$ cat src/core/tmr_pkg.sv
/*
 Constants, field positions and carrier types for the dual timer/counter
 control block. Assumes a byte-wide special-function register port.
*/
package tmr_pkg;

    // Register addresses
    localparam logic [7:0] ADDR_TCTL  = 8'h88;
    localparam logic [7:0] ADDR_TMODE = 8'h89;
    localparam logic [7:0] ADDR_TL0   = 8'h8a;
    localparam logic [7:0] ADDR_TL1   = 8'h8b;
    localparam logic [7:0] ADDR_TH0   = 8'h8c;
    localparam logic [7:0] ADDR_TH1   = 8'h8d;
    localparam logic [7:0] ADDR_ISTAT = 8'h90;
    localparam logic [7:0] ADDR_IMASK = 8'h91;

    // Reset values
    localparam logic [7:0] TCTL_RST  = 8'h00;
    localparam logic [7:0] TMODE_RST = 8'h00;
    localparam logic [7:0] COUNT_RST = 8'h00;
    localparam logic [3:0] IRQ_RST   = 4'h0;

    // timer_control bit positions
    localparam int TC_TF1 = 7;
    localparam int TC_TR1 = 6;
    localparam int TC_TF0 = 5;
    localparam int TC_TR0 = 4;
    localparam int TC_IE1 = 3;
    localparam int TC_IT1 = 2;
    localparam int TC_IE0 = 1;
    localparam int TC_IT0 = 0;

    // timer_mode halves: timer 1 high nibble, timer 0 low nibble
    localparam int TM_T1_LSB = 4;
    localparam int TM_T0_LSB = 0;

    // Operating modes
    localparam logic [1:0] MODE_PRESCALE = 2'h0;
    localparam logic [1:0] MODE_16BIT    = 2'h1;
    localparam logic [1:0] MODE_RELOAD   = 2'h2;
    localparam logic [1:0] MODE_SPLIT    = 2'h3;

    // Interrupt status bits
    localparam int IRQ_TF0 = 0;
    localparam int IRQ_TF1 = 1;
    localparam int IRQ_IE0 = 2;
    localparam int IRQ_IE1 = 3;

    // Internal count source: one tick every INT_TICK_DIV clocks
    localparam logic [3:0] INT_TICK_DIV = 4'hc;
    localparam logic [3:0] INT_TICK_TOP = INT_TICK_DIV - 4'h1;

    typedef struct packed {
        logic [7:0] addr;
        logic [7:0] wdata;
        logic       wr;
        logic       rd;
    } reg_req_t;

    typedef struct packed {
        logic       gate;
        logic       src;
        logic [1:0] mode;
    } mode_half_t;

endpackage : tmr_pkg

$ cat src/core/count_core.sv
/*
 Next-value logic for one timer's low and high count bytes.
 Assumes the caller gates step and decides what mode 3 means for it.
*/
`timescale 1ns/1ps
module count_core (
    input  wire logic [1:0] mode,
    input  wire logic       step,
    input  wire logic [7:0] lo,
    input  wire logic [7:0] hi,
    output logic      [7:0] lo_nxt,
    output logic      [7:0] hi_nxt,
    output logic            ovf
);
    wire logic        pre_full = &lo[4:0];
    wire logic [15:0] wide_inc = {hi, lo} + 16'h0001;

    always_comb begin
        lo_nxt = lo;
        hi_nxt = hi;
        ovf    = 1'b0;
        if (step) begin
            unique case (mode)
                tmr_pkg::MODE_PRESCALE: begin
                    // Upper three low-byte bits are left alone
                    lo_nxt = {lo[7:5], 5'(lo[4:0] + 5'h01)};
                    hi_nxt = pre_full ? 8'(hi + 8'h01) : hi;
                    ovf    = pre_full & (&hi);
                end
                tmr_pkg::MODE_16BIT: begin
                    {hi_nxt, lo_nxt} = wide_inc;
                    ovf              = &{hi, lo};
                end
                tmr_pkg::MODE_RELOAD: begin
                    // Reload from the high byte, which stays put
                    ovf    = &lo;
                    lo_nxt = (&lo) ? hi : 8'(lo + 8'h01);
                end
                tmr_pkg::MODE_SPLIT: begin
                    ovf    = &lo;
                    lo_nxt = 8'(lo + 8'h01);
                end
            endcase
        end
    end

endmodule : count_core

$ cat src/core/dual_timer_counter_control.sv
/*
 Control and count registers for two timer/counters and two external
 interrupt inputs. Assumes pins synchronous to mclk and one-cycle vector
 acknowledge pulses from the interrupt controller.
*/
// The plain strobed port was left to the implementer.
// Operation
// - Overflow flag clears when the processor vectors to that timer's handler.
// - Timer 0 overflow sets control bit 5.
// - Timer 1 overflow sets control bit 7.
// - Run bits 6 and 4 start and stop timers 1 and 0.
// - Detected external interrupt sets bit 3 (pin 1) or bit 1 (pin 0).
// - External flag clears on servicing only when edge triggered.
// - Timer 1 mode bits 5:4 pick prescaled, 16-bit, reload, or halt.
// - Timer 0 mode bits 1:0, code 11 splits into two 8-bit counters.
// - Control, mode and count bytes reset to zero.
// - Mode 0 is 8-bit high byte behind a divide-by-32 low-byte prescaler.
// - Mode 2 low-byte overflow sets flag and reloads from high byte.
// - Timer 0 split: high byte counts internal ticks under timer 1 controls.
`timescale 1ns/1ps
module dual_timer_counter_control (
    input  wire logic              mclk,
    input  wire logic              nrst,
    input  wire logic              ce,
    input  wire tmr_pkg::reg_req_t req,
    output logic             [7:0] rdata,
    input  wire logic              ext_irq0_pin,
    input  wire logic              ext_irq1_pin,
    input  wire logic              t0_count_pin,
    input  wire logic              t1_count_pin,
    input  wire logic              vec_t0_ack,
    input  wire logic              vec_t1_ack,
    input  wire logic              vec_x0_ack,
    input  wire logic              vec_x1_ack,
    output logic             [3:0] flag_req,
    output logic                   irq
);
    logic [7:0] tctl_r, tmode_r, tl0_r, th0_r, tl1_r, th1_r, rdata_r;
    logic [3:0] istat_r, imask_r, tick_cnt_r;
    logic       x0_prev_r, x1_prev_r, c0_prev_r, c1_prev_r;

    // Register decode
    wire logic wr_tctl  = req.wr & (req.addr == tmr_pkg::ADDR_TCTL);
    wire logic wr_tmode = req.wr & (req.addr == tmr_pkg::ADDR_TMODE);
    wire logic wr_tl0   = req.wr & (req.addr == tmr_pkg::ADDR_TL0);
    wire logic wr_tl1   = req.wr & (req.addr == tmr_pkg::ADDR_TL1);
    wire logic wr_th0   = req.wr & (req.addr == tmr_pkg::ADDR_TH0);
    wire logic wr_th1   = req.wr & (req.addr == tmr_pkg::ADDR_TH1);
    wire logic wr_imask = req.wr & (req.addr == tmr_pkg::ADDR_IMASK);
    wire logic rd_istat = req.rd & (req.addr == tmr_pkg::ADDR_ISTAT);

    // Mode fields
    wire tmr_pkg::mode_half_t m1 = tmode_r[tmr_pkg::TM_T1_LSB +: 4];
    wire tmr_pkg::mode_half_t m0 = tmode_r[tmr_pkg::TM_T0_LSB +: 4];
    wire logic t0_split = (m0.mode == tmr_pkg::MODE_SPLIT);

    wire logic tr0 = tctl_r[tmr_pkg::TC_TR0];
    wire logic tr1 = tctl_r[tmr_pkg::TC_TR1];
    wire logic it0 = tctl_r[tmr_pkg::TC_IT0];
    wire logic it1 = tctl_r[tmr_pkg::TC_IT1];

    // Internal divided clock
    wire logic tick = (tick_cnt_r == tmr_pkg::INT_TICK_TOP);
    wire logic [3:0] tick_nxt = tick ? 4'h0 : 4'(tick_cnt_r + 4'h1);

    // Count sources: falling edges on the count pins or the internal tick
    wire logic c0_fall = c0_prev_r & ~t0_count_pin;
    wire logic c1_fall = c1_prev_r & ~t1_count_pin;
    wire logic src0 = m0.src ? c0_fall : tick;
    wire logic src1 = m1.src ? c1_fall : tick;

    // Run and gating
    wire logic en0 = tr0 & (~m0.gate | ext_irq0_pin);
    wire logic en1 = tr1 & (~m1.gate | ext_irq1_pin);
    wire logic step0 = en0 & src0;
    // Mode 3 of timer 1 holds the count
    wire logic step1 = en1 & src1 & (m1.mode != tmr_pkg::MODE_SPLIT);

    logic [7:0] tl0_c, th0_c, tl1_c, th1_c;
    logic       ovf0_c, ovf1_c;

    count_core u_cnt0 (
        .mode   (m0.mode),
        .step   (step0),
        .lo     (tl0_r),
        .hi     (th0_r),
        .lo_nxt (tl0_c),
        .hi_nxt (th0_c),
        .ovf    (ovf0_c)
    );

    count_core u_cnt1 (
        .mode   (m1.mode),
        .step   (step1),
        .lo     (tl1_r),
        .hi     (th1_r),
        .lo_nxt (tl1_c),
        .hi_nxt (th1_c),
        .ovf    (ovf1_c)
    );

    // Split mode: high byte of timer 0 borrows timer 1's run and flag
    wire logic       hs_step = t0_split & tr1 & tick;
    wire logic       hs_ovf  = hs_step & (&th0_r);
    wire logic [7:0] th0_hs  = hs_step ? 8'(th0_r + 8'h01) : th0_r;

    // Overflow events; timer 1 loses its flag while timer 0 is split
    wire logic ovf0_ev = ovf0_c;
    wire logic ovf1_ev = t0_split ? hs_ovf : ovf1_c;

    // Count byte next values; a software write wins over counting
    wire logic [7:0] tl0_nxt = wr_tl0 ? req.wdata : tl0_c;
    wire logic [7:0] th0_nxt = wr_th0 ? req.wdata : (t0_split ? th0_hs : th0_c);
    wire logic [7:0] tl1_nxt = wr_tl1 ? req.wdata : tl1_c;
    wire logic [7:0] th1_nxt = wr_th1 ? req.wdata : th1_c;

    // External interrupt detection
    wire logic x0_fall = x0_prev_r & ~ext_irq0_pin;
    wire logic x1_fall = x1_prev_r & ~ext_irq1_pin;
    wire logic x0_det  = it0 ? x0_fall : ~ext_irq0_pin;
    wire logic x1_det  = it1 ? x1_fall : ~ext_irq1_pin;

    // Flags: a hardware set always beats a clear in the same cycle
    wire logic tf0_hold = wr_tctl ? req.wdata[tmr_pkg::TC_TF0]
                                  : tctl_r[tmr_pkg::TC_TF0] & ~vec_t0_ack;
    wire logic tf1_hold = wr_tctl ? req.wdata[tmr_pkg::TC_TF1]
                                  : tctl_r[tmr_pkg::TC_TF1] & ~vec_t1_ack;
    wire logic ie0_hold = wr_tctl ? req.wdata[tmr_pkg::TC_IE0]
                                  : tctl_r[tmr_pkg::TC_IE0] & ~(vec_x0_ack & it0);
    wire logic ie1_hold = wr_tctl ? req.wdata[tmr_pkg::TC_IE1]
                                  : tctl_r[tmr_pkg::TC_IE1] & ~(vec_x1_ack & it1);
    // Level mode flag tracks the pin so it drops once the pin is released
    wire logic ie0_nxt = it0 ? (x0_det | ie0_hold) : x0_det;
    wire logic ie1_nxt = it1 ? (x1_det | ie1_hold) : x1_det;
    wire logic tf0_nxt = ovf0_ev | tf0_hold;
    wire logic tf1_nxt = ovf1_ev | tf1_hold;

    wire logic [7:0] tctl_nxt = {
        tf1_nxt,
        wr_tctl ? req.wdata[tmr_pkg::TC_TR1] : tr1,
        tf0_nxt,
        wr_tctl ? req.wdata[tmr_pkg::TC_TR0] : tr0,
        ie1_nxt,
        wr_tctl ? req.wdata[tmr_pkg::TC_IT1] : it1,
        ie0_nxt,
        wr_tctl ? req.wdata[tmr_pkg::TC_IT0] : it0
    };

    // Sticky interrupt status: new events survive a clearing read
    wire logic [3:0] ev = {
        ie1_nxt & ~tctl_r[tmr_pkg::TC_IE1],
        ie0_nxt & ~tctl_r[tmr_pkg::TC_IE0],
        ovf1_ev,
        ovf0_ev
    };
    wire logic [3:0] istat_nxt = ev | (rd_istat ? 4'h0 : istat_r);
    wire logic [3:0] imask_nxt = wr_imask ? req.wdata[3:0] : imask_r;

    // Read mux; unmapped addresses read zero
    logic [7:0] rmux;
    always_comb begin
        unique case (req.addr)
            tmr_pkg::ADDR_TCTL:  rmux = tctl_r;
            tmr_pkg::ADDR_TMODE: rmux = tmode_r;
            tmr_pkg::ADDR_TL0:   rmux = tl0_r;
            tmr_pkg::ADDR_TL1:   rmux = tl1_r;
            tmr_pkg::ADDR_TH0:   rmux = th0_r;
            tmr_pkg::ADDR_TH1:   rmux = th1_r;
            tmr_pkg::ADDR_ISTAT: rmux = {4'h0, istat_r};
            tmr_pkg::ADDR_IMASK: rmux = {4'h0, imask_r};
            default:             rmux = 8'h00;
        endcase
    end
    wire logic [7:0] rdata_nxt = req.rd ? rmux : 8'h00;

    always_ff @(posedge mclk or negedge nrst) begin
        if (!nrst) begin
            tctl_r  <= tmr_pkg::TCTL_RST;
            tmode_r <= tmr_pkg::TMODE_RST;
            tl0_r   <= tmr_pkg::COUNT_RST;
            th0_r   <= tmr_pkg::COUNT_RST;
            tl1_r   <= tmr_pkg::COUNT_RST;
            th1_r   <= tmr_pkg::COUNT_RST;
        end else if (ce) begin
            tctl_r  <= tctl_nxt;
            tmode_r <= wr_tmode ? req.wdata : tmode_r;
            tl0_r   <= tl0_nxt;
            th0_r   <= th0_nxt;
            tl1_r   <= tl1_nxt;
            th1_r   <= th1_nxt;
        end
    end

    always_ff @(posedge mclk or negedge nrst) begin
        if (!nrst) begin
            istat_r    <= tmr_pkg::IRQ_RST;
            imask_r    <= tmr_pkg::IRQ_RST;
            rdata_r    <= 8'h00;
            tick_cnt_r <= 4'h0;
            x0_prev_r  <= 1'b1;
            x1_prev_r  <= 1'b1;
            c0_prev_r  <= 1'b1;
            c1_prev_r  <= 1'b1;
        end else if (ce) begin
            istat_r    <= istat_nxt;
            imask_r    <= imask_nxt;
            rdata_r    <= rdata_nxt;
            tick_cnt_r <= tick_nxt;
            x0_prev_r  <= ext_irq0_pin;
            x1_prev_r  <= ext_irq1_pin;
            c0_prev_r  <= t0_count_pin;
            c1_prev_r  <= t1_count_pin;
        end
    end

    assign rdata    = rdata_r;
    assign flag_req = {tctl_r[tmr_pkg::TC_TF1], tctl_r[tmr_pkg::TC_IE1],
                       tctl_r[tmr_pkg::TC_TF0], tctl_r[tmr_pkg::TC_IE0]};
    assign irq      = |(istat_r & imask_r);
endmodule : dual_timer_counter_control

$ cat config.mk
export PLATFORM = sky130hd
export DESIGN_NAME = dual_timer_counter_control
export DESIGN_NICKNAME = d
export VERILOG_FILES = /design/src/core/tmr_pkg.sv /design/src/core/count_core.sv /design/src/core/dual_timer_counter_control.sv
export SDC_FILE = /design/constraint.sdc
export NUM_CORES = 1
export LEC_CHECK = 0
export BUFFER_PORTS_ARGS = -buffer_cell sky130_fd_sc_hd__buf_2
export CORE_MARGIN = 1
export CORE_UTILIZATION = 40
export DETAILED_ROUTE_END_ITERATION = 8
export HOLD_SLACK_MARGIN = 0.15
export PLACE_DENSITY = 0.61
export SYNTH_ARGS = -nofsm -noshare
export SYNTH_HDL_FRONTEND = slang
export SYNTH_SLANG_ARGS = --single-unit
$ cat constraint.sdc
create_clock -name mclk -period 3.5 [get_ports mclk]
set_clock_uncertainty 0.1 [all_clocks]
set_input_delay 0 -clock mclk [delete_from_list [all_inputs] [get_ports mclk]]
set_output_delay 0 -clock mclk [all_outputs]
set_load 0.01 [all_outputs]
Word level (Yosys, flattened, before mapping)

Index checks and enable logic that the tools add are counted.

Bits in registers: 72
Input bits: 29
Output and inout port bits: 13
Word-level logic and storage cells: 162

Add/subtract/negate cells: 9
Equality and inequality tests: 21
Muxes and demuxes: 37
Bitwise logic cells: 50
Reduce and logical (&&, ||, !) cells: 28

Operators by type and width:

| operator                                                                | number |
|---|---|
| 8-bit two-way mux                                                       | 15 |
| 8-bit == test, second input constant                                    | 8 |
| 8-bit one-hot mux with 4 select lines                                   | 2 |
| 8-bit one-hot mux with 8 select lines                                   | 1 |
| 16-bit by 1-bit adder with 16-bit output, second input constant         | 2 |
| 8-bit by 1-bit adder with 8-bit output, second input constant           | 4 |
| 8-bit one-hot mux with 2 select lines                                   | 2 |
| 16-bit AND reduction                                                    | 2 |
| 8-bit AND reduction                                                     | 4 |
| 1-bit bitwise AND                                                       | 30 |
| 5-bit AND reduction                                                     | 3 |
| 1-bit two-way mux                                                       | 13 |
| 1-bit NOT                                                               | 12 |
| 5-bit by 1-bit adder with 5-bit output, second input constant           | 2 |
| 2-bit AND reduction                                                     | 5 |
| 2-bit == test, second input constant                                    | 4 |
| 4-bit two-way mux                                                       | 2 |
| 2-bit inequality test, second input constant                            | 3 |
| 3-bit by 2-bit inequality test with 1-bit output, second input constant | 2 |
| 1-bit bitwise OR                                                        | 6 |
| 1-bit one-hot mux with 3 select lines                                   | 2 |
| 3-bit AND reduction                                                     | 2 |
| 2-bit nonzero test                                                      | 3 |
| 3-bit nonzero test                                                      | 2 |
| 11 further kinds                                                        | 14 |

Depth between registers and ports, before layout

Gate-level depths: netlist of the first run.

Depth in word-level cells: 8
Depth in mapped cells: 9
Gate-level depth less buffers: 8

Hierarchy

Synthesis of the first run repeated with hierarchy kept, for this count alone.

Cells, all modules: 603
Area total of the unflattened synthesis: 5,331.4 um^2

Modules (own cells, without submodules):

| module                     | instances | cells an instance | area an instance (um^2) | seq. area each (um^2) |
|---|---|---|---|---|
| dual_timer_counter_control | 1         | 433               | 4,155.2                 | 1,806.7 |
| count_core                 | 2         | 85                | 588.1                   | 0.0 |

Worst setup path after synthesis of the first run

No wires, ideal clock.

Path kind: flip-flop to flip-flop
From: register tl0_r[0]
To: register th0_r[5]
Setup time: 0.101 ns
Arrival time: 1.902 ns
Data required time: 3.299 ns
Setup slack: 1.397 ns
Cell stages (with the launch flop): 10
Buffers on the path: 1
Cell sequence: dfrtp_1 -> ha_1 -> and3_1 -> ha_1 -> nor2_1 -> nor2_1 -> a211oi_2 -> buf_2 -> a31oi_1 -> o32ai_1

Cells in the longest elaborated chain, start to end: 5

Ends and longest elaborated chain:

| item                                     | line                              | source |
|---|---|---|
| from (decl)                              | dual_timer_counter_control.sv:38  | `logic [7:0] tctl_r, tmode_r, tl0_r, th0_r, tl1_r, th1_r, rdata_r;` |
| from (signal assigned)                   | dual_timer_counter_control.sv:180 | `tl0_r <= tmr_pkg::COUNT_RST;` |
| from (signal assigned)                   | dual_timer_counter_control.sv:187 | `tl0_r <= tl0_nxt;` |
| 16-bit by 1-bit adder with 16-bit output | count_core.sv:16                  | `wire logic [15:0] wide_inc = {hi, lo} + 16'h0001;` |
| 8-bit one-hot mux with 2 select lines    | count_core.sv:23                  | `unique case (mode)` |
| 8-bit two-way mux                        | count_core.sv:22                  | `if (step) begin` |
| 8-bit two-way mux (2 in a row)           | dual_timer_counter_control.sv:113 | `wire logic [7:0] th0_nxt = wr_th0 ? req.wdata : (t0_split ? th0_hs : th0_c);` |
| to (signal assigned)                     | dual_timer_counter_control.sv:181 | `th0_r <= tmr_pkg::COUNT_RST;` |
| to (signal assigned)                     | dual_timer_counter_control.sv:188 | `th0_r <= th0_nxt;` |
| to (decl)                                | dual_timer_counter_control.sv:38  |  |

Several ways; a longest one is shown, not always the timed one. The select of a mux whose other input is x is not followed.
A chain may end at the register's enable or synchronous reset.

Final worst setup path of the first run

From: input req[12] (netlist bit)
To: register rdata_r[6] (netlist: rdata[6])

Cells in the longest elaborated chain, start to end: 3

Ends and longest elaborated chain:

| item                                    | line                              | source |
|---|---|---|
| from (decl)                             | dual_timer_counter_control.sv:25  | `input wire tmr_pkg::reg_req_t req,` |
| 8-bit == test                           | dual_timer_counter_control.sv:162 | `unique case (req.addr)` |
| 8-bit one-hot mux with 8 select lines * | dual_timer_counter_control.sv:162 |  |
| 8-bit two-way mux *                     | dual_timer_counter_control.sv:174 | `wire logic [7:0] rdata_nxt = req.rd ? rmux : 8'h00;` |
| to (signal assigned)                    | dual_timer_counter_control.sv:207 | `rdata_r <= rdata_nxt;` |
| to (decl)                               | dual_timer_counter_control.sv:38  |  |

Mark *: on every way between the ends. The rest lies on a longest branch, timed or not.

==> impl_results.md, run 1 <==
* Status: finished clean
* Sink Count at 72
* Routed WL at 16.6 mm
* Die H at 115 µm
* Slew HR at 35.1%
* GP Congestion at 0.907
* # setup viols final at 0
* Die area at 13200 µm²
* Initial drt markers at 425
* # IOs at 42
* CP Max Fanout at 11
* Most common cell after layout, fill and taps aside: dfrtp_1
* DR pass1 iterations at 5
* Area of the multi-input gates at 3010 µm²
* Post-Syn Instances at 559
* CTS buffer count at 9
* Root Driver: clkbuf_16
* Worst setup startpoint: req[12]
* Worst Path Arrival at 3.19 ns
* Total Nets Final at 642
* Wire length of the first global-routing pass at 26.2 mm
* GR peak layer: met2
* Pins Over Slew Limit at 0
* R2r startpoint: tick_cnt_r[0]
* Core Box Area at 12200 µm²
* Seq cells post-synth at 72
* GRT Total Usage at 27.0%
* Die W at 115 µm
* Syn nets at 597
* Maxcap violations at 0
* RSZ-0062 raised after global routing: no
* Vias per inst at 6.25
* Worst R2R Path Depth at 6
* Final-report hold violation count at 0
* Storage element area at 1810 µm²
* Hold Crit Class: input port to flip-flop
* Primary FF master, synth: dfrtp_1
* P&R area growth vs syn at 16.5%
* # fillers at 1191
* Port bufs at 41
* Setup bufs post-CTS at 0
* Reg clk slew, reported paths at 0.06 ns
* Syn_area_per_cell at 9.09 µm²
* Worst setup EP type: flip-flop
* Inserted Diodes at 0
* Largest net degree at the start of global routing at 73
* Cell taking the most area after synthesis: dfrtp_1
* Share of cells above drive strength 1 at 19.2%
* Max VDD drop at 0.211 mV
* Routed len/inst at 21.3 µm
* Worst Path Required at 3.68 ns
* Worst skew pair latency at 0.35 ns
* Fin crit period at 3.01 ns
* Critical R2R Capture: tl0_r[5]
* CP startpoint kind: input port
* CTS tree: built
* DRC errors left at 0
* Synth warn at 0
* Mapped Area at 5080 µm²
* Yosys top cell area share at 33.5%
* Worst Tran Pin Value at 0.973 ns
* Antenna-violating nets left at 0
* R2R Setup Slk at 0.95 ns
* Maximum clock rate at 332 MHz
* Setup CP Type: input port to flip-flop
* Max clock buf depth at 2
* Count of cell types in the netlist at 74
* GRT met2 Usage at 41.6%
* Total congestion overflow at 0
* Final core utilization at 48.5%
* Vias in the first global route at 4678
* Async set-reset flop share out of synthesis at 100%
* CP endpoint: rdata[6]
* Initial antenna violation count at 0
* Fin crit share at 86.1%
* Total power divided by cell area at 388 nW/µm²
* P_leak at 2.49 nW
* Sequential-to-total area share from yosys stat at 35.6%
* Setup TNS at 0 ns
* Most frequent cells in the layout: dfrtp_1, nand2_1, buf_2, mux2_2, a21oi_1
* Cts hold-fix bufs at 27
* Synth top area cells: dfrtp_1, mux2_2, a21oi_1
* EDFF count, synth at 0
* Row count at 40
* Via Count at 4855
* Number of H-tree levels at 3
* Initial Utilization at 41.6%
* Detail Placement HPWL at 11.6 mm
* Met3 global-route usage at 6.03%
* Grt met1 use at 36.6%
* Post-cts sizing count at 0
## cells in the mapped netlist, types with 10 or more instances
cell type,n
inv_1,20
nor2b_1,10
nor2_1,28
a31oi_1,15
mux2_2,38
dfrtp_1,68
nand3_1,20
nand4_1,15
o21ai_0,24
nand2_1,48
o22ai_1,12
a21oi_1,37
clkbuf_1,21
mux2i_1,14
## metrics by stage
step / power (mW) / instances / setup WS, ns / instance area [µm²] / hold WS [ns]
after CTS: 2.31 / 777 / 0.686 / 5920 / 0.165
after detailed placement: 1.28 / 734 / 0.990 / 5330 / 0.118
after floorplan: 1.16 / 559 / 1.40 / 5080 / -0.396
after global routing: 2.38 / 777 / 0.404 / 5920 / 0.182
final: 2.30 / 777 / 0.488 / 5920 / 0.169
after global placement: 1.27 / 734 / 1.07 / 5330 / 0.106
## where the power goes
part / switching (mW) / internal (mW) / total (mW)
logic: 0.167 / 0.152 / 0.319
clock network: 0.361 / 0.643 / 1.00
registers: 0.0890 / 0.886 / 0.975
total: 0.617 / 1.68 / 2.30
## critical path, stage by stage
cell	delay (ns)
dlygate4sd3_1	0.54
buf_2	0.20
nor3b_1	0.72
o2111ai_1	0.51
or3_1	0.50
o22ai_1	0.14
dlygate4sd3_1	0.58
## cell families (layout without fill, tap and decap cells)
| group | Yosys count | after routing | synth area share, % |
|---|---|---|---|
| adders and majority gates | 9 | 9 | 2.22 |
| muxes | 56 | 56 | 13.0 |
| AOI/OAI and AO/OA | 164 | 164 | 21.9 |
| xor gates and xnor gates | 5 | 5 | 0.862 |
| buffers and inverters | 57 | 107 | 5.15 |
| DFF | 72 | 72 | 35.6 |
| and+or+nand+nor | 196 | 196 | 21.3 |
## registers in the layout, summed over array words and instances, names as in the netlist
signal,flops
tick_cnt_r,4
th1_r,8
x0_prev_r,1
x1_prev_r,1
tl0_r,8
th0_r,8
istat_r,4
tmode_r,8
imask_r,4
tctl_r,8
c1_prev_r,1
tl1_r,8
c0_prev_r,1
rdata,8
## how the worst min path moves through the flow
| stage | start | end | slack [ns] | cells after the start |
|---|---|---|---|---|
| finish | vec_x0_ack | istat_r[2] | 0.17 | 5 |
| global route | req[11] | rdata[4] | 0.18 | 4 |
| CTS | req[14] | tl1_r[0] | 0.16 | 5 |
| detailed placement | nrst | tl1_r[5] | 0.12 | 1 |
| global placement | nrst | tl1_r[6] | 0.11 | 1 |
| floorplan | nrst | imask_r[0] | -0.40 | 0 |
## routing by layer
metal | up-vias | share of wire (%)
met5 | - | 0
li1 | 2223 | -
met3 | 31 | 6.4
met4 | 0 | 3.3
met2 | 206 | 45
met1 | 2395 | 46
## final cells by class
| class | instances | area share, % |
|---|---|---|
| clock inverter | 3 | 1.10 |
| clock buffer | 13 | 4.23 |
| inverter | 20 | 1.27 |
| sequential | 72 | 30.5 |
| multi-input combinational | 430 | 50.9 |
| tap | 168 | 3.55 |
| timing repair buffer | 71 | 8.45 |
(Power assumes the default switching activity.)
==> inputs of run 2 (changes only) <==
SYNTH_HIERARCHICAL = 1   (was unset)
==> impl_results.md, run 2 <==
* CP Cell Sequence: ha_1, nand3b_1, o21ai_0, and3_1, buf_4, o21a_1, a31oi_1, nor2_1, a21oi_1, o21ai_1, dlygate4sd3_1
* Die area at 13800 µm² (+4.9%)
* Worst setup EP type: flip-flop
* Antenna-violating nets left at 0 (unchanged)
* Number of H-tree levels at 3 (unchanged)
* Syn nets at 638 (+6.9%)
* CP Max Fanout at 12 (+1)
* Sequential-to-total area share from yosys stat at 33.9% (-1.7 points)
* Root Driver: clkbuf_16
* Post-cts sizing count at 0 (unchanged)
* Overall power at 2.95 mW (+28%)
* Inserted Diodes at 0 (unchanged)
* Slowest stage cell, crit path: dlygate4sd3_1
* Area of the multi-input gates at 3300 µm² (+9.7%)
* Fin crit period at 3.02 ns (+0.00400 ns)
* R2R Setup Slk at 0.48 ns (-0.47 ns)
* Port bufs at 41 (unchanged)
* Async set-reset flop share out of synthesis at 100% (unchanged)
* Detail Placement HPWL at 11.0 mm (-5.2%)
* Count of cell types in the netlist at 73 (-1.4%)
* Wire length of the first global-routing pass at 25.4 mm (-3.3%)
* Max clock buf depth at 2 (unchanged)
* Fin crit share at 86.2% (+0.11 points)
* EDFF count, synth at 0 (unchanged)
* Largest net degree at the start of global routing at 73 (unchanged)
* Setup CP Type: flip-flop to flip-flop
* Seq cells post-synth at 72 (unchanged)
* Routed WL at 15.8 mm (-4.7%)
* Final-report hold violation count at 0 (unchanged)
* Cell taking the most area after synthesis: dfrtp_1
* Via Count at 4932 (+1.6%)
* Worst R2R Path Depth at 11 (+5)
* GRT Total Usage at 23.3% (-3.7 points)
* Vias per inst at 5.96 (-4.6%)
* Max VDD drop at 0.318 mV (+51%)
* # fillers at 1259 (+5.7%)
* Most frequent cells after synthesis: nor2_1, dfrtp_1, nand2_1, a21oi_1, mux2i_1
* Synth top area cells: dfrtp_1, mux2i_1, nor2_1
* CTS buffer count at 9 (unchanged)
* Status: finished clean
* Total congestion overflow at 0 (unchanged)
* R2r startpoint: tick_cnt_r[1]
* # setup viols final at 0 (unchanged)
* P&R area growth vs syn at 16.6% (about the same)
* Primary FF master, synth: dfrtp_1
* WHS at 0.169 ns (+0.000609 ns)
* Maximum clock rate at 332 MHz (-0.13%)
* Initial Utilization at 41.6% (about the same)
* Maxcap violations at 0 (unchanged)
* Origin of the worst min-delay path: req[14]
* Worst Path Required at 3.68 ns (about the same)
* Total power divided by cell area at 475 nW/µm² (+22%)
* Initial antenna violation count at 0 (unchanged)
* CP startpoint kind: flip-flop
* Reg clk slew, reported paths at 0.06 ns (about the same)
* Critical R2R Capture: tctl_r[5]
* Worst Tran Pin Value at 0.932 ns (-0.0411 ns)
* Die W at 117 µm (+2.4%)
* Min-Delay Endpoint: istat_r[1]
* P_leak at 2.62 nW (+4.8%)
* Die H at 117 µm (+2.4%)
* Most common cell after layout, fill and taps aside: nor2_1
* Synth warn at 6 (+6)
* Routed len/inst at 19.1 µm (-10%)
* Setup TNS at 0 ns (unchanged)
* Worst path max stage delay at 0.57 ns (-0.15 ns)
* Pins Over Slew Limit at 0 (unchanged)
* RSZ-0062 raised after global routing: no
* Worst path top cell family by delay: compound AO/OA/AOI/OAI gates
* Sink Count at 72 (unchanged)
* Worst skew pair latency at 0.34 ns (about the same)
* Hold Crit Class: input port to flip-flop
* DRC errors left at 0 (unchanged)
* Slew HR at 37.9% (+2.7 points)
* Core Box Area at 12800 µm² (+5.0%)
* Cell with the most instances after synthesis: nor2_1
* Vias in the first global route at 4631 (-1.0%)
* CTS tree: built
* Initial drt markers at 404 (-4.9%)
* GP Congestion at 0.868 (-4.3%)
* Mapped Area at 5330 µm² (+5.0%)
* DR pass1 iterations at 5 (unchanged)
* Share of cells above drive strength 1 at 16.9% (-2.3 points)
* Syn_area_per_cell at 8.84 µm² (-2.7%)
* CP Buf/Inv Count at 2 (-1)
* Most frequent cells in the layout: nor2_1, dfrtp_1, nand2_1, a21oi_1, buf_2
* Storage element area at 1810 µm² (unchanged)
* Row count at 41 (+2.5%)
* Post-Syn Instances at 603 (+7.9%)
* Hold depth at 5 (unchanged)
* Total Nets Final at 685 (+6.7%)
* Worst Path Arrival at 3.20 ns (about the same)
* # IOs at 42 (unchanged)
* Yosys top cell area share at 31.9% (-1.6 points)
run 2: logic make-up (layout without fill, tap and decap cells):
logic type,after synthesis,in the layout,synth area share [%]
simple gates,236,236,24.4
buf+inv,48,100,4.13
xor+xnor,20,20,3.29
mux,59,59,11.8
fa+ha+maj,6,6,1.41
flops,72,72,33.9
compound gates,162,162,21.1
run 2: layer usage:
layer / vias up / part of all wire (%) / track usage (%)
met3: 24 / 5.2 / 3.15
met2: 181 / 47 / 37.9
li1: 2326 / - / -
met1: 2401 / 46 / 31.8
met5: - / 0 / 0
met4: 0 / 2.0 / 7.93
run 2: tightest hold or removal path: stages:
cell     delay, ns
buf_2         0.12
nor4b_4       0.14
nand4_1       0.19
nand2_1       0.07
nand2_1       0.06
run 2: per-stage QoR:
step | instances | area (µm²) | worst slack (ns) | util, %
2_1_floorplan | 603 | 5330 | 1.23 | -
3_3_place_gp | 785 | 5610 | 0.900 | 43.7
3_5_place_dp | 785 | 5610 | 0.813 | 43.7
4_1_cts | 827 | 6210 | 0.580 | 48.5
5_1_grt | 827 | 6210 | 0.346 | 48.5
6_report | 827 | 6210 | 0.484 | 48.5
run 2: cell type report:
| cell class | count | share of cell area [%] |
|---|---|---|
| clock buffers | 10 | 3.68 |
| clock inverters | 6 | 1.87 |
| inverters | 14 | 0.846 |
| multi-input cells | 483 | 53.2 |
| flip-flops and latches | 72 | 29.1 |
| well taps | 172 | 3.46 |
| repair buffers | 70 | 7.89 |
run 2: where the power goes:
| part | internal, mW | switching (mW) | leakage (nW) |
|---|---|---|---|
| clock | 0.701 | 0.370 | 0.167 |
| sequential | 0.931 | 0.207 | 0.843 |
| combinational | 0.335 | 0.409 | 1.61 |
| total | 1.97 | 0.985 | 2.62 |
run 2: worst max-delay path by stage:
| stage | from | end | slack [ns] | cells after the start |
|---|---|---|---|---|
| 5_1_grt | tick_cnt_r[0] | tctl_r[5] | 0.35 | 11 |
| 3_5_place_dp | tick_cnt_r[1] | th0_r[2] | 0.81 | 12 |
| 6_report | tick_cnt_r[1] | tctl_r[5] | 0.48 | 11 |
| 4_1_cts | tick_cnt_r[1] | tctl_r[5] | 0.58 | 11 |
| 3_3_place_gp | tick_cnt_r[0] | th0_r[4] | 0.90 | 12 |
| 2_1_floorplan | tick_cnt_r[0] | th0_r[4] | 1.23 | 12 |
run 2: timing repair:
action                                  CTS  global route
hold buffers                             26             0
endpoints found under the setup margin    0             0
setup buffers                             0             0
endpoints found under the hold margin   130             0
==> inputs of run 3 (changes only) <==
==> constraint.sdc (replaced) <==
create_clock -name mclk -period 3.5 [get_ports mclk]
set_clock_uncertainty 0.1 [all_clocks]
set_input_delay 0.525 -clock mclk [delete_from_list [all_inputs] [get_ports mclk]]
set_output_delay 0.525 -clock mclk [all_outputs]
set_load 0.01 [all_outputs]
==> impl_results.md, run 3 (same netlist as run 2, synthesis figures left out) <==
* Reg clk slew, reported paths at 0.06 ns (about the same)
* Wire length of the first global-routing pass at 24.5 mm (-3.6%)
* Worst Tran Pin Value at 0.945 ns (+0.0131 ns)
* Routed WL at 15.0 mm (-5.1%)
* Setup bufs post-CTS at 0 (unchanged)
* P&R area growth vs syn at 10.5%
* Die H at 117 µm (unchanged)
* Hold Crit Class: input port to asynchronous set/reset pin
* GR peak layer: met2
* RSZ-0062 raised after global routing: no
* Root Driver: clkbuf_16
* Slew HR at 37.0% (-0.88 points)
* Setup CP Type: flip-flop to flip-flop
* CTS tree: built
* DP Cell Count at 784 (-0.13%)
* Area of the multi-input gates at 3300 µm² (unchanged)
* # IOs at 42 (unchanged)
* Die area at 13800 µm² (unchanged)
* Worst skew pair latency at 0.34 ns (about the same)
* Worst setup EP type: flip-flop
* Post-cts sizing count at 0 (unchanged)
* Grt met1 use at 32.0% (+0.25 points)
* P_leak at 2.47 nW (-5.7%)
* Max VDD drop at 0.269 mV (-15%)
* Antenna-violating nets left at 0 (unchanged)
* Pins Over Slew Limit at 0 (unchanged)
* DR pass1 iterations at 5 (unchanged)
* Sink Count at 72 (unchanged)
* Met3 global-route usage at 3.39% (+0.24 points)
* Die W at 117 µm (unchanged)
* Largest net degree at the start of global routing at 73 (unchanged)
* Fin crit share at 79.9% (-6.3 points)
* Fin crit period at 2.80 ns (-0.220 ns)
* Initial drt markers at 417 (+3.2%)
* Status: finished clean
* Worst Path Arrival at 2.88 ns (-0.32 ns)
* GRT met2 Usage at 34.1% (-3.8 points)
* Sequential share of power at 41.3% (+2.8 points)
* Routed len/inst at 18.7 µm (-1.9%)
* Maxcap violations at 0 (unchanged)
* Storage element area at 1810 µm² (unchanged)
* R2R Setup Slk at 0.70 ns (+0.22 ns)
* DRC errors left at 0 (unchanged)
* Fin cells at 800 (-3.3%)
* Combinational Power Share at 25.9% (+0.7 points)
* CP Max Fanout at 13 (+1)
* # setup viols final at 0 (unchanged)
* Initial antenna violation count at 0 (unchanged)
* R2r startpoint: tick_cnt_r[0]
* Pint at 1.79 mW (-8.8%)
* Worst R2R Path Depth at 10 (-1)
* Critical R2R Capture: th1_r[6]
* Maximum clock rate at 358 MHz (+7.9%)
* Total power divided by cell area at 466 nW/µm² (-1.9%)
* Detail Placement HPWL at 10.8 mm (-2.0%)
* Row count at 41 (unchanged)
* Slowest stage cell, crit path: and3_1
* Switching pwr at 950 µW (-3.5%)
* Number of H-tree levels at 3 (unchanged)
* Cts hold-fix bufs at 0 (-100%)
* Core Box Area at 12800 µm² (unchanged)
* Share of cells above drive strength 1 at 17.5% (+0.57 points)
* Worst Path Required at 3.59 ns (-0.09 ns)
* # fillers at 1270 (+0.87%)
* CP Cell Sequence: ha_1, nand3b_1, o21ai_0, and3_1, nand2b_1, a211oi_2, nand4_1, xnor2_1, mux2i_1, a21oi_1
* Via Count at 4806 (-2.6%)
* Most common cell after layout, fill and taps aside: nor2_1
* Worst path max stage delay at 0.48 ns (-0.09 ns)
* Inserted Diodes at 0 (unchanged)
* GP Congestion at 0.849 (-2.1%)
* Port bufs at 41 (unchanged)
* Vias per inst at 6.01 (+0.73%)
* Total congestion overflow at 0 (unchanged)
* Clock share of power at 32.8% (-3.5 points)
* GRT Total Usage at 22.5% (-0.81 points)
* CP startpoint kind: flip-flop
* Initial Utilization at 41.6% (unchanged)
* Most frequent cells in the layout: nor2_1, dfrtp_1, nand2_1, a21oi_1, buf_2
* Final-report hold violation count at 0 (unchanged)
* Setup TNS at 0 ns (unchanged)
* Sw Ratio at 34.6% (+1.2 points)
* CTS buffer count at 9 (unchanged)
* Vias in the first global route at 4409 (-4.8%)
* Max clock buf depth at 2 (unchanged)
* Total Nets Final at 658 (-3.9%)
run 3: changes by cell type in the layout (fill, tap and decap cells not counted), moves of 2 or more:
cell,before,now
clkinv_4,2,0
bufinv_16,3,1
clkinv_2,0,3
clkinvlp_4,0,2
dlygate4sd3_1,26,0
run 3: how the worst max path moves through the flow:
stage                          end     startpoint  slack (ns)  cells past startpoint
final                     th1_r[6]  tick_cnt_r[0]        0.70                     10
after global routing      th0_r[2]  tick_cnt_r[0]        0.47                     12
after CTS                 th1_r[4]  tick_cnt_r[0]        0.75                     10
after detailed placement  th1_r[4]  tick_cnt_r[0]        0.75                     10
after global placement    th0_r[4]  tick_cnt_r[0]        0.85                     12
after floorplan           th0_r[4]  tick_cnt_r[0]        1.23                     12
run 3: through the flow:
step | util (%) | cell area, µm² | setup slack [ns] | power, mW | hold slack (ns)
after detailed placement | 43.7 | 5600 | 0.750 | 1.85 | 0.373
after CTS | 45.9 | 5890 | 0.752 | 2.76 | 0.265
after global placement | 43.7 | 5600 | 0.847 | 1.83 | 0.373
after floorplan | - | 5330 | 1.23 | 1.62 | 0.129
after global routing | 45.9 | 5890 | 0.465 | 2.90 | 0.293
final | 45.9 | 5890 | 0.704 | 2.75 | 0.189
run 3: final cells by class:
class / count / area share [%]
clock buffer: 10 / 3.89
clock inverter: 6 / 1.02
inverter: 14 / 0.892
sequential: 72 / 30.7
timing repair buffer: 43 / 3.78
tap: 172 / 3.65
multi-input combinational: 483 / 56.1
run 3: critical path: cells and delay by family, from the launching register on:
family	cells	cell delay (ns)
simple gates	4	1.02
compound gates	3	0.65
xor+xnor	1	0.15
mux	1	0.13
flops	1	0.38
fa+ha+maj	1	0.23
run 3: power groups by stage:
stage / Sequential [mW] / Combinational, mW / Clock (mW)
after floorplan: 1.07 / 0.554 / 0
after CTS: 1.13 / 0.704 / 0.921
after detailed placement: 1.15 / 0.701 / 0
after global routing: 1.16 / 0.793 / 0.947
after global placement: 1.14 / 0.684 / 0
final: 1.13 / 0.711 / 0.900
run 3: metal layers:
metal | share of wire, % | up-vias
li1 | - | 2278
met1 | 46 | 2343
met2 | 46 | 162
met3 | 5.5 | 23
met4 | 1.9 | 0
met5 | 0 | -
